## src/shared/hcds_defs.svh

```systemverilog
// Purpose: offsets, field positions and reset values of the homing block
// Assumes: byte addresses on a 32-bit Avalon-MM slave, one word each
// Notes: definitions only
`ifndef HCDS_DEFS_SVH
`define HCDS_DEFS_SVH

// ==========================================================
// widths
`define HCDS_POS_W 32
`define HCDS_SPD_W 16
`define HCDS_ADDR_W 6
`define HCDS_EV_W 3

// ==========================================================
// register byte offsets
`define HCDS_OFS_METHOD 6'h00
`define HCDS_OFS_POLARITY 6'h04
`define HCDS_OFS_HOME_SPEED 6'h08
`define HCDS_OFS_CREEP_SPEED 6'h0C
`define HCDS_OFS_HOME_SHIFT 6'h10
`define HCDS_OFS_HOME_POS 6'h14
`define HCDS_OFS_POST_TRAVEL 6'h18
`define HCDS_OFS_ACCDEC 6'h1C
`define HCDS_OFS_STATUS 6'h20
`define HCDS_OFS_INT_STATUS 6'h24
`define HCDS_OFS_INT_MASK 6'h28
`define HCDS_OFS_CUR_POS 6'h2C

// ==========================================================
// method field: type in [3:0], travel direction bit
`define HCDS_METHOD_COUNT 4'h0
`define HCDS_METHOD_DSET 4'h2
`define HCDS_METHOD_DIR_BIT 4

// ==========================================================
// interrupt event bits
`define HCDS_EV_DONE 0
`define HCDS_EV_DOG 1
`define HCDS_EV_REFUSE 2

// ==========================================================
// reset values
`define HCDS_METHOD_RST 8'h00
`define HCDS_POLARITY_RST 1'h0
`define HCDS_SPEED_RST 16'h0000
`define HCDS_DIST_RST 32'h0000_0000
`define HCDS_TIME_RST 16'h0000
`define HCDS_MASK_RST 3'h0

`endif

```

## src/shared/hcds_pkg.sv

```systemverilog
// Purpose: types shared by the homing sequencer files
// Assumes: hcds_defs.svh gives the widths
// Notes: none
`include "hcds_defs.svh"

package hcds_pkg;

  // ==========================================================
  // sequencer phases
  typedef enum logic [2:0] {
    PH_IDLE,
    PH_FAST,
    PH_POST,
    PH_ZWAIT,
    PH_SHIFT
  } hcds_phase_t;

  // ==========================================================
  // pin bundle, raw and synchronised
  typedef struct packed {
    logic mode;
    logic [4:0] sel;
    logic fwd;
    logic rev;
    logic dog;
    logic zph;
    logic servo;
  } hcds_pins_t;

  // command to the trajectory generator
  typedef struct packed {
    logic en;
    logic dir;
    logic [`HCDS_SPD_W-1:0] speed;
    logic [15:0] accel;
    logic [15:0] decel;
  } hcds_move_t;

  // software settings
  typedef struct packed {
    logic [7:0] method;
    logic polarity;
    logic [`HCDS_SPD_W-1:0] home_speed;
    logic [`HCDS_SPD_W-1:0] creep_speed;
    logic [`HCDS_POS_W-1:0] home_shift;
    logic [`HCDS_POS_W-1:0] home_pos;
    logic [`HCDS_POS_W-1:0] post_travel;
    logic [15:0] accel;
    logic [15:0] decel;
  } hcds_cfg_t;

  // all state of the sequencer
  typedef struct packed {
    hcds_cfg_t cfg;
    logic [`HCDS_EV_W-1:0] int_status;
    logic [`HCDS_EV_W-1:0] int_mask;
    hcds_phase_t phase;
    logic dog_prev;
    logic fwd_prev;
    logic rev_prev;
    logic z_prev;
    logic homing_done;
    logic travel_done;
    logic rough_match;
    hcds_move_t move;
    logic pos_load;
    logic [`HCDS_POS_W-1:0] pos_load_value;
    logic ack;
    logic [31:0] readdata;
    logic irq;
  } hcds_state_t;

endpackage : hcds_pkg

```

## src/hdl/hcds_dist.sv

```systemverilog
// Purpose: travelled-distance watcher from a latched origin
// Assumes: position wraps modulo 2**W, travel below 2**(W-1)
// Notes: distance is a magnitude, either direction counts
`timescale 1ns/10ps

module hcds_dist #(
  parameter int W = 32
) (
  // clock and reset
  input wire logic clk_i,
  input wire logic reset_i,
  // control
  input wire logic start_i,
  input wire logic [W-1:0] cur_pos_i,
  input wire logic [W-1:0] dist_i,
  // result
  output logic reached_o
);

  typedef struct packed {
    logic [W-1:0] origin;
  } hcds_dist_st_t;

  hcds_dist_st_t st;
  hcds_dist_st_t next_st;
  logic [W-1:0] diff;
  logic [W-1:0] mag;

  always_comb begin
    next_st = st;
    if (start_i) begin
      next_st.origin = cur_pos_i;
    end
  end

  always_ff @(posedge clk_i) begin
    if (reset_i) begin
      st <= '0;
    end else begin
      st <= next_st;
    end
  end

  assign diff = cur_pos_i - st.origin;
  assign mag = diff[W-1] ? (~diff + W'(1)) : diff;
  assign reached_o = (mag >= dist_i);

endmodule : hcds_dist

```

## src/hdl/hcds_homing.sv

```systemverilog
// Purpose: home return sequencer, count type and data set type
// Assumes: cur_pos_i and the Avalon-MM inputs come from logic on clk_i; controller inputs are pins
// Notes: Avalon-MM slave, one wait state on every access
//
// What this block does
// - Method type value 0 selects count type homing.
// - Method type value 2 selects data set type homing.
// - Count type: after dog front, travel post distance, then take Z.
// - Homing speed is commanded from start until the dog is seen.
// - Creep speed is commanded for all travel after the dog.
// - Home lies the shift distance beyond the first Z pulse after the post travel.
// - At completion the position is loaded with the home value.
// - Moves use acceleration and deceleration times of point one.
// - Data set homing is refused unless servo-on is active.
// - Data set homing takes the present position as home.
// - Dog polarity setting chooses which level means dog detected.
// - Travel direction comes from the same method setting.
//
// Our own choices: the register addresses and the Avalon-MM interface to the registers.
`timescale 1ns/10ps
`include "hcds_defs.svh"

module hcds_homing
  import hcds_pkg::*;
(
  // clock and reset
  input wire logic clk_i,
  input wire logic reset_i,
  // avalon-mm slave
  input wire logic [`HCDS_ADDR_W-1:0] avs_address_i,
  input wire logic avs_read_i,
  input wire logic avs_write_i,
  input wire logic [31:0] avs_writedata_i,
  input wire logic [3:0] avs_byteenable_i,
  output logic [31:0] avs_readdata_o,
  output logic avs_waitrequest_o,
  // controller pins
  input wire logic op_mode_select_1_i,
  input wire logic [4:0] point_sel_bit_i,
  input wire logic fwd_start_in_i,
  input wire logic rev_start_in_i,
  input wire logic dog_i,
  input wire logic zphase_i,
  input wire logic servo_on_i,
  // position counter
  input wire logic [`HCDS_POS_W-1:0] cur_pos_i,
  output logic pos_load_o,
  output logic [`HCDS_POS_W-1:0] pos_load_value_o,
  // trajectory command
  output hcds_move_t move_o,
  // completion flags and interrupt
  output logic travel_done_flag_o,
  output logic rough_match_flag_o,
  output logic homing_done_flag_o,
  output logic irq_o
);

  // ==========================================================
  // declarations
  hcds_state_t st;
  hcds_state_t next_st;
  hcds_pins_t pins_raw;
  hcds_pins_t pins_s;
  logic home_mode;
  logic dog_det;
  logic dog_front;
  logic fwd_rise;
  logic rev_rise;
  logic start_any;
  logic z_rise;
  logic post_start;
  logic shift_start;
  logic post_reached;
  logic shift_reached;
  logic bus_req;
  logic bus_take;
  logic [`HCDS_ADDR_W-1:0] word_addr;
  logic [31:0] rd_mux;
  logic [`HCDS_EV_W-1:0] ev;
  logic [`HCDS_EV_W-1:0] ev_clr;

  function automatic logic [31:0] hcds_merge(input logic [31:0] old,
                                             input logic [31:0] wd,
                                             input logic [3:0] be);
    logic [31:0] r;
    r = old;
    for (int i = 0; i < 4; i++) begin
      if (be[i]) begin
        r[8*i +: 8] = wd[8*i +: 8];
      end
    end
    return r;
  endfunction : hcds_merge

  // ==========================================================
  // pin synchronisers and distance watchers
  assign pins_raw = {op_mode_select_1_i, point_sel_bit_i, fwd_start_in_i,
                     rev_start_in_i, dog_i, zphase_i, servo_on_i};

  hcds_sync #(
    .W($bits(hcds_pins_t))
  ) u_sync (
    .clk_i(clk_i),
    .reset_i(reset_i),
    .d_i(pins_raw),
    .q_o(pins_s)
  );

  hcds_dist #(
    .W(`HCDS_POS_W)
  ) u_post (
    .clk_i(clk_i),
    .reset_i(reset_i),
    .start_i(post_start),
    .cur_pos_i(cur_pos_i),
    .dist_i(st.cfg.post_travel),
    .reached_o(post_reached)
  );

  hcds_dist #(
    .W(`HCDS_POS_W)
  ) u_shift (
    .clk_i(clk_i),
    .reset_i(reset_i),
    .start_i(shift_start),
    .cur_pos_i(cur_pos_i),
    .dist_i(st.cfg.home_shift),
    .reached_o(shift_reached)
  );

  // ==========================================================
  // input qualification
  assign home_mode = pins_s.mode && (pins_s.sel == 5'h00);
  assign dog_det = pins_s.dog ^ st.cfg.polarity;
  assign dog_front = dog_det && !st.dog_prev;
  assign fwd_rise = pins_s.fwd && !st.fwd_prev;
  assign rev_rise = pins_s.rev && !st.rev_prev;
  assign start_any = fwd_rise || rev_rise;
  assign z_rise = pins_s.zph && !st.z_prev;
  assign post_start = (st.phase == PH_FAST) && dog_front && home_mode;
  assign shift_start = (st.phase == PH_ZWAIT) && z_rise && home_mode;

  // ==========================================================
  // bus decode
  assign bus_req = avs_read_i || avs_write_i;
  assign bus_take = bus_req && st.ack;
  assign word_addr = {avs_address_i[`HCDS_ADDR_W-1:2], 2'h0};
  assign avs_waitrequest_o = bus_req && !st.ack;

  always_comb begin
    case (word_addr)
      `HCDS_OFS_METHOD: rd_mux = 32'(st.cfg.method);
      `HCDS_OFS_POLARITY: rd_mux = 32'(st.cfg.polarity);
      `HCDS_OFS_HOME_SPEED: rd_mux = 32'(st.cfg.home_speed);
      `HCDS_OFS_CREEP_SPEED: rd_mux = 32'(st.cfg.creep_speed);
      `HCDS_OFS_HOME_SHIFT: rd_mux = st.cfg.home_shift;
      `HCDS_OFS_HOME_POS: rd_mux = st.cfg.home_pos;
      `HCDS_OFS_POST_TRAVEL: rd_mux = st.cfg.post_travel;
      `HCDS_OFS_ACCDEC: rd_mux = {st.cfg.decel, st.cfg.accel};
      `HCDS_OFS_STATUS: rd_mux = 32'({st.phase, (st.phase != PH_IDLE),
                                       st.rough_match, st.travel_done,
                                       st.homing_done});
      `HCDS_OFS_INT_STATUS: rd_mux = 32'(st.int_status);
      `HCDS_OFS_INT_MASK: rd_mux = 32'(st.int_mask);
      `HCDS_OFS_CUR_POS: rd_mux = cur_pos_i;
      default: rd_mux = 32'h0000_0000;
    endcase
  end

  assign ev_clr = (avs_write_i && bus_take &&
                   word_addr == `HCDS_OFS_INT_STATUS && avs_byteenable_i[0])
                  ? avs_writedata_i[`HCDS_EV_W-1:0] : '0;

  // ==========================================================
  // next state
  always_comb begin
    next_st = st;
    ev = '0;
    next_st.pos_load = 1'b0;
    next_st.dog_prev = dog_det;
    next_st.fwd_prev = pins_s.fwd;
    next_st.rev_prev = pins_s.rev;
    next_st.z_prev = pins_s.zph;

    // a new motion drops the completion flags
    if (start_any) begin
      next_st.homing_done = 1'b0;
      next_st.travel_done = 1'b0;
      next_st.rough_match = 1'b0;
    end

    case (st.phase)
      PH_IDLE: begin
        if (start_any && home_mode) begin
          if (st.cfg.method[3:0] == `HCDS_METHOD_COUNT) begin
            next_st.phase = PH_FAST;
            next_st.move.en = 1'b1;
            next_st.move.dir = st.cfg.method[`HCDS_METHOD_DIR_BIT];
            next_st.move.speed = st.cfg.home_speed;
            next_st.move.accel = st.cfg.accel;
            next_st.move.decel = st.cfg.decel;
          end else if (st.cfg.method[3:0] == `HCDS_METHOD_DSET &&
                       pins_s.servo) begin
            // present position becomes home, no travel
            next_st.homing_done = 1'b1;
            next_st.travel_done = 1'b1;
            next_st.rough_match = 1'b1;
            next_st.pos_load = 1'b1;
            next_st.pos_load_value = st.cfg.home_pos;
            ev[`HCDS_EV_DONE] = 1'b1;
          end else begin
            // servo off, or a method this block does not run
            ev[`HCDS_EV_REFUSE] = 1'b1;
          end
        end
      end
      PH_FAST: begin
        if (dog_front) begin
          next_st.phase = PH_POST;
          next_st.move.speed = st.cfg.creep_speed;
          ev[`HCDS_EV_DOG] = 1'b1;
        end
      end
      PH_POST: begin
        if (post_reached) begin
          next_st.phase = PH_ZWAIT;
        end
      end
      PH_ZWAIT: begin
        if (z_rise) begin
          next_st.phase = PH_SHIFT;
        end
      end
      PH_SHIFT: begin
        if (shift_reached) begin
          next_st.phase = PH_IDLE;
          next_st.move.en = 1'b0;
          next_st.move.speed = '0;
          next_st.homing_done = 1'b1;
          next_st.travel_done = 1'b1;
          next_st.rough_match = 1'b1;
          next_st.pos_load = 1'b1;
          next_st.pos_load_value = st.cfg.home_pos;
          ev[`HCDS_EV_DONE] = 1'b1;
        end
      end
      default: begin
        next_st.phase = PH_IDLE;
        next_st.move.en = 1'b0;
      end
    endcase

    // leaving home mode mid-run stops the axis without completion unless shift_reached is set in that cycle
    if (st.phase != PH_IDLE && !home_mode) begin
      next_st.phase = PH_IDLE;
      next_st.move.en = 1'b0;
      next_st.move.speed = '0;
    end

    // bus: first cycle captures read data, second completes
    next_st.ack = bus_req && !st.ack;
    if (avs_read_i && !st.ack) begin
      next_st.readdata = rd_mux;
    end
    if (avs_write_i && bus_take) begin
      case (word_addr)
        `HCDS_OFS_METHOD: next_st.cfg.method = 8'(hcds_merge(
            32'(st.cfg.method), avs_writedata_i, avs_byteenable_i));
        `HCDS_OFS_POLARITY: begin
          if (avs_byteenable_i[0]) begin
            next_st.cfg.polarity = avs_writedata_i[0];
          end
        end
        `HCDS_OFS_HOME_SPEED: next_st.cfg.home_speed = 16'(hcds_merge(
            32'(st.cfg.home_speed), avs_writedata_i, avs_byteenable_i));
        `HCDS_OFS_CREEP_SPEED: next_st.cfg.creep_speed = 16'(hcds_merge(
            32'(st.cfg.creep_speed), avs_writedata_i, avs_byteenable_i));
        `HCDS_OFS_HOME_SHIFT: next_st.cfg.home_shift = hcds_merge(
            st.cfg.home_shift, avs_writedata_i, avs_byteenable_i);
        `HCDS_OFS_HOME_POS: next_st.cfg.home_pos = hcds_merge(
            st.cfg.home_pos, avs_writedata_i, avs_byteenable_i);
        `HCDS_OFS_POST_TRAVEL: next_st.cfg.post_travel = hcds_merge(
            st.cfg.post_travel, avs_writedata_i, avs_byteenable_i);
        `HCDS_OFS_ACCDEC: {next_st.cfg.decel, next_st.cfg.accel} =
            hcds_merge({st.cfg.decel, st.cfg.accel}, avs_writedata_i,
                       avs_byteenable_i);
        `HCDS_OFS_INT_MASK: begin
          if (avs_byteenable_i[0]) begin
            next_st.int_mask = avs_writedata_i[`HCDS_EV_W-1:0];
          end
        end
        default: begin
        end
      endcase
    end

    // a new event outranks a clear in the same cycle
    next_st.int_status = (st.int_status & ~ev_clr) | ev;
    next_st.irq = |(next_st.int_status & next_st.int_mask);
  end

  always_ff @(posedge clk_i) begin
    if (reset_i) begin
      st <= '0;
      st.phase <= PH_IDLE;
      st.cfg.method <= `HCDS_METHOD_RST;
      st.cfg.polarity <= `HCDS_POLARITY_RST;
      st.cfg.home_speed <= `HCDS_SPEED_RST;
      st.cfg.creep_speed <= `HCDS_SPEED_RST;
      st.cfg.home_shift <= `HCDS_DIST_RST;
      st.cfg.home_pos <= `HCDS_DIST_RST;
      st.cfg.post_travel <= `HCDS_DIST_RST;
      st.cfg.accel <= `HCDS_TIME_RST;
      st.cfg.decel <= `HCDS_TIME_RST;
      st.int_mask <= `HCDS_MASK_RST;
    end else begin
      st <= next_st;
    end
  end

  // ==========================================================
  // outputs
  assign avs_readdata_o = st.readdata;
  assign pos_load_o = st.pos_load;
  assign pos_load_value_o = st.pos_load_value;
  assign move_o = st.move;
  assign travel_done_flag_o = st.travel_done;
  assign rough_match_flag_o = st.rough_match;
  assign homing_done_flag_o = st.homing_done;
  assign irq_o = st.irq;

  // ==========================================================
  // checks
  a_mode_gate: assert property (@(posedge clk_i) disable iff (reset_i)
    (st.phase == PH_IDLE && start_any && !home_mode)
      |=> (st.phase == PH_IDLE && !pos_load_o))
    else $error("start outside home mode was acted on");

  a_count_start: assert property (@(posedge clk_i) disable iff (reset_i)
    (st.phase == PH_IDLE && start_any && home_mode &&
     st.cfg.method[3:0] == 4'h0)
      |=> (st.phase == PH_FAST && move_o.en))
    else $error("count type start did not begin travel");

  a_dset_load: assert property (@(posedge clk_i) disable iff (reset_i)
    (st.phase == PH_IDLE && start_any && home_mode && pins_s.servo &&
     st.cfg.method[3:0] == 4'h2)
      |=> (pos_load_o && homing_done_flag_o && !move_o.en &&
           pos_load_value_o == $past(st.cfg.home_pos)))
    else $error("data set homing did not load home value");

  a_dset_refuse: assert property (@(posedge clk_i) disable iff (reset_i)
    (st.phase == PH_IDLE && start_any && home_mode && !pins_s.servo &&
     st.cfg.method[3:0] == 4'h2)
      |=> (!pos_load_o && !homing_done_flag_o &&
           st.int_status[`HCDS_EV_REFUSE]))
    else $error("data set homing accepted without servo-on");

  a_fast_speed: assert property (@(posedge clk_i) disable iff (reset_i)
    (st.phase == PH_FAST) |-> (move_o.speed == st.cfg.home_speed))
    else $error("wrong speed before dog");

  a_creep_speed: assert property (@(posedge clk_i) disable iff (reset_i)
    (st.phase inside {PH_POST, PH_ZWAIT, PH_SHIFT})
      |-> (move_o.speed == st.cfg.creep_speed && move_o.en))
    else $error("wrong speed after dog");

  a_dog_edge: assert property (@(posedge clk_i) disable iff (reset_i)
    (st.phase == PH_FAST && home_mode &&
     (pins_s.dog ^ st.cfg.polarity) && !$past(pins_s.dog ^ st.cfg.polarity))
      |=> (st.phase == PH_POST))
    else $error("dog front missed");

  a_z_take: assert property (@(posedge clk_i) disable iff (reset_i)
    (st.phase == PH_POST && !post_reached) |=> (st.phase != PH_ZWAIT))
    else $error("z accepted before post travel");

  a_shift_done: assert property (@(posedge clk_i) disable iff (reset_i)
    (st.phase == PH_SHIFT && shift_reached && home_mode)
      |=> (pos_load_o && pos_load_value_o == $past(st.cfg.home_pos))
          ##1 !pos_load_o)
    else $error("completion load wrong");

  a_flags_hold: assert property (@(posedge clk_i) disable iff (reset_i)
    (homing_done_flag_o && !start_any)
      |=> (homing_done_flag_o && travel_done_flag_o && rough_match_flag_o))
    else $error("completion flags dropped without new motion");

  a_accdec_dir: assert property (@(posedge clk_i) disable iff (reset_i)
    $rose(move_o.en) |-> (move_o.accel == st.cfg.accel &&
      move_o.decel == st.cfg.decel &&
      move_o.dir == st.cfg.method[`HCDS_METHOD_DIR_BIT]))
    else $error("move started with wrong time constants or direction");

endmodule : hcds_homing

```

## src/hdl/hcds_sync.sv

```systemverilog
// Purpose: two-stage synchroniser for a bundle of pins
// Assumes: each bit is an independent level
// Notes: only the second stage leaves the module
`timescale 1ns/10ps

module hcds_sync #(
  parameter int W = 1
) (
  // clock and reset
  input wire logic clk_i,
  input wire logic reset_i,
  // pins
  input wire logic [W-1:0] d_i,
  output logic [W-1:0] q_o
);

  typedef struct packed {
    logic [W-1:0] s1;
    logic [W-1:0] s2;
  } hcds_sync_st_t;

  hcds_sync_st_t st;
  hcds_sync_st_t next_st;

  always_comb begin
    next_st.s1 = d_i;
    next_st.s2 = st.s1;
  end

  always_ff @(posedge clk_i) begin
    if (reset_i) begin
      st <= '0;
    end else begin
      st <= next_st;
    end
  end

  assign q_o = st.s2;

endmodule : hcds_sync

```

## config.mk

```make
export PLATFORM = sky130hd
export DESIGN_NAME = hcds_homing
export DESIGN_NICKNAME = d
export VERILOG_FILES = /design/src/shared/hcds_pkg.sv /design/src/hdl/hcds_dist.sv /design/src/hdl/hcds_homing.sv /design/src/hdl/hcds_sync.sv
export VERILOG_INCLUDE_DIRS = /design/src /design/src/shared
export SDC_FILE = /design/constraint.sdc
export NUM_CORES = 1
export LEC_CHECK = 0
export ABC_AREA = 1
export BUFFER_PORTS_ARGS = -buffer_cell sky130_fd_sc_hd__clkbuf_2
export CORE_MARGIN = 2
export CORE_UTILIZATION = 41
export DETAILED_ROUTE_END_ITERATION = 7
export PLACE_DENSITY = 0.55
export SKIP_LAST_GASP = 1
export SLEW_MARGIN = 20
export SYNTH_ARGS = -nofsm -noshare
export SYNTH_HDL_FRONTEND = slang
export SYNTH_SLANG_ARGS = --single-unit
```

## constraint.sdc

```tcl
create_clock -name clk_i -period 9.9 [get_ports clk_i]
set_input_delay 0.99 -clock clk_i [delete_from_list [all_inputs] [get_ports clk_i]]
set_output_delay 0.99 -clock clk_i [all_outputs]
set_load 0.1 [all_outputs]
```

==> qor.csv <==
metric,value,unit
outcome,"complete, no violations",
Psw,1.18,mW
die width,246,um
antenna cell count,0,
Pint,2.81,mW
DR pass1 iterations,6,
most frequent cells in the layout,"nand2_1, inv_1, dfxtp_1",
R2R setup slack,3.74,ns
Mapped Area,0.0240,mm2
CP Max Fanout,33,
FF+latch area,0.00777,mm2
Starting Density,41.5,%
starting DRC count in detailed routing,1590,
P_leak,12.0,nW
Post-Syn Area per Cell,6.52,um2
crit-path most repeated cell,nand2_1,
DIE AREA,0.0604,mm2
# clock sinks,388,
clock power share,43.8,%
final setup vio count,0,
largest net degree at the start of global routing,109,
Reg power frac,39.7,%
via-per-instance ratio,5.10,
Die Ht,246,um
first-pass GRT wire length,127,mm
Layout area overhead,9.93,%
fmax,0.151,GHz
"most common cell after layout, fill and taps aside",nand2_1,
worst hold path startpoint,u_sync.next_st[9],
nets,3937,
vias in the first global route,21595,
final core utilization,45.7,%
worst hold path endpoint,u_sync.q_o[9],
slowest cell delay on critical path,0.75,ns
CTS tree,yes,
Hold Path Stages,2,
Max VDD drop,0.132,mV
Worst path slowest cell,nor4_1,
final wirelength,83.3,mm
placement row count,88,
"FF+latch count, synth",388,
IO Port Bufs,206,
# DRC,0,
CORE AREA,0.0577,mm2
Max Buffers Root-to-Sink,3,
worst flop-to-flop path endpoint,pos_load_value_o[28],
I/O Pins,209,
hold buffer count at CTS,0,
HPWL after detailed placement,65.3,mm
number of max-cap violations,0,
Slew Limit Headroom,28.6,%
routed vias,23032,
worst r2r path cells,32,
Pwr Density,151,mW/mm2
gp weighted congestion,0.935,
total CTS buffers,46,
Non-Filler Instances,4519,
skew final,0.0286,ns
Setup Buffers After CTS,0,
initial antenna violation count,0,
switching part of the total,29.5,%
share of layout cells above drive strength 1,10.9,%
CTS resizes,0,
Worst setup SP type,input pin,
Slew Limit Fails,0,
"Clk Latency, worst-skew pair",0.60,ns
cells after synthesis,3673,
Syn Nets,3892,
CP arrival,7.04,ns
post-synthesis sequential area ratio,32.4,%
"Req. time, crit path",10.31,ns
synth unique cells,54,
r2r startpoint,u_shift.st[0],
gr ovfl total,0,
Sum Neg Setup Slack,0,ns
final hold vios,0,
RSZ-0062 raised after global routing,no,
part of the power in combinational logic,16.5,%
Total Routing Usage GR,27.3,%
min-delay worst type,reg2reg,
min Tclk post-route,6.63,ns
critical path capture point type,register,
Crit Path Class,in2reg,
Root Driver,clkbuf_16,
worst-margin pin slew,1.07,ns
Final Cycle Share,67.0,%
clock transition at the registers of the reported paths,0.06,ns
CTS H-tree lvls,2,
Ys Warns,0,
WL/cell,18.4,um
dpl cells,4435,
fillers,6238,
multi-input logic area,0.0128,mm2
DRT antenna net count,0,
==> cell usage after synthesis (all sizes together) <==
| cell type | n | area share (%) |
|---|---|---|
| inv | 546 | 8.6 |
| ha | 128 | 6.7 |
| nand3 | 157 | 3.5 |
| xor2 | 37 | 1.4 |
| a32oi | 1 | 0.037 |
| a22oi | 1 | 0.031 |
| a31o | 4 | 0.15 |
| nand3b | 11 | 0.40 |
| o22ai | 23 | 0.60 |
| clkinv | 9 | 0.14 |
| a32o | 2 | 0.084 |
| or2 | 1 | 0.026 |
| o221ai | 2 | 0.073 |
| and2 | 4 | 0.10 |
| o21ai | 362 | 7.6 |
| o21a | 2 | 0.063 |
| o2111ai | 10 | 0.37 |
| o31ai | 4 | 0.13 |
| a31oi | 3 | 0.078 |
| and3 | 2 | 0.052 |
| o41ai | 1 | 0.037 |
| nand2 | 857 | 14 |
| a22o | 1 | 0.037 |
| o21bai | 3 | 0.094 |
| nand4 | 31 | 0.81 |
| o211ai | 8 | 0.25 |
| xnor2 | 12 | 0.44 |
| nor2 | 395 | 6.6 |
| dfxtp | 388 | 32 |
| nor4 | 4 | 0.10 |
| nor3 | 25 | 0.69 |
| a221oi | 23 | 0.84 |
| buf | 134 | 4.1 |
| fa | 2 | 0.17 |
| a21oi | 387 | 8.2 |
| clkbuf | 93 | 1.5 |
==> power by group through the flow <==
stage               Sequential (mW)  Clock [mW]  Combinational (mW)
floorplan                      1.61           0               0.470
global placement               1.62           0               0.650
detailed placement             1.62           0               0.653
CTS                            1.58        1.77               0.655
global route                   1.58        1.85               0.742
finish                         1.58        1.75               0.657
==> cell type report <==
type,instances,area share [%]
sequential,388,29.5
clock inverter,17,0.850
clock buffer,67,5.05
inverter,555,7.94
tap,765,3.63
timing repair buffer,224,4.44
multi-input combinational,2503,48.6
==> per-stage QoR <==
step	hold slack, ns	cell area, um2	setup slack, ns	total power [mW]
6_report	0.399	26300	3.27	3.99
2_1_floorplan	0.388	24000	5.05	2.08
3_3_place_gp	0.391	24800	2.69	2.27
3_5_place_dp	0.392	24800	2.60	2.27
4_1_cts	0.400	26300	3.20	4.01
5_1_grt	0.423	26300	2.69	4.17
==> per-layer routing <==
| metal | GRT usage (%) | wire (um) | vias up |
|---|---|---|---|
| met5 | 0 | 0 | - |
| met4 | 8.43 | 2480 | 0 |
| met3 | 3.46 | 4680 | 105 |
| met2 | 45.8 | 38400 | 594 |
| met1 | 36.4 | 37700 | 10510 |
| li1 | - | - | 11823 |
==> state kept, by name (all words and copies together), names as in the netlist <==
name / count
u_post.st: 32
pos_load_value_o: 32
move_o: 50
st: 183
avs_readdata_o: 32
u_sync.q_o: 11
pos_load_o: 1
u_shift.st: 32
travel_done_flag_o: 1
rough_match_flag_o: 1
irq_o: 1
homing_done_flag_o: 1
u_sync.next_st: 11
==> worst max-delay path by stage <==
| stage | slack (ns) | end | from | cells after the start |
|---|---|---|---|---|
| floorplan | 5.05 | pos_load_value_o[10] | cur_pos_i[0] | 31 |
| global placement | 2.69 | pos_load_value_o[31] | cur_pos_i[0] | 34 |
| detailed placement | 2.60 | pos_load_value_o[28] | cur_pos_i[0] | 34 |
| CTS | 3.20 | pos_load_value_o[28] | cur_pos_i[0] | 34 |
| global route | 2.69 | pos_load_value_o[28] | cur_pos_i[0] | 35 |
| finish | 3.27 | pos_load_value_o[28] | cur_pos_i[0] | 34 |
==> critical path: cells and delay by family <==
kind                       cells  cell delay, ns
AOI/OAI and AO/OA              1            0.06
and+or+nand+nor               20            3.04
buffers and inverters          9            1.75
adders and majority gates      4            1.14
==> kinds of logic (layout without fill, tap and decap cells) <==
family                   Yosys count  count (layout)  share of synthesized area [%]
flip-flops                       388             388                           32.4
XOR/XNOR                          49              49                           1.79
AND/OR/NAND/NOR                 1487            1487                           26.0
buffers and inverters            782             863                           14.2
adder cells (fa/ha/maj)          130             130                           6.85
AO/OA/AOI/OAI                    837             837                           18.7
Power figures use the tool's default switching activity.
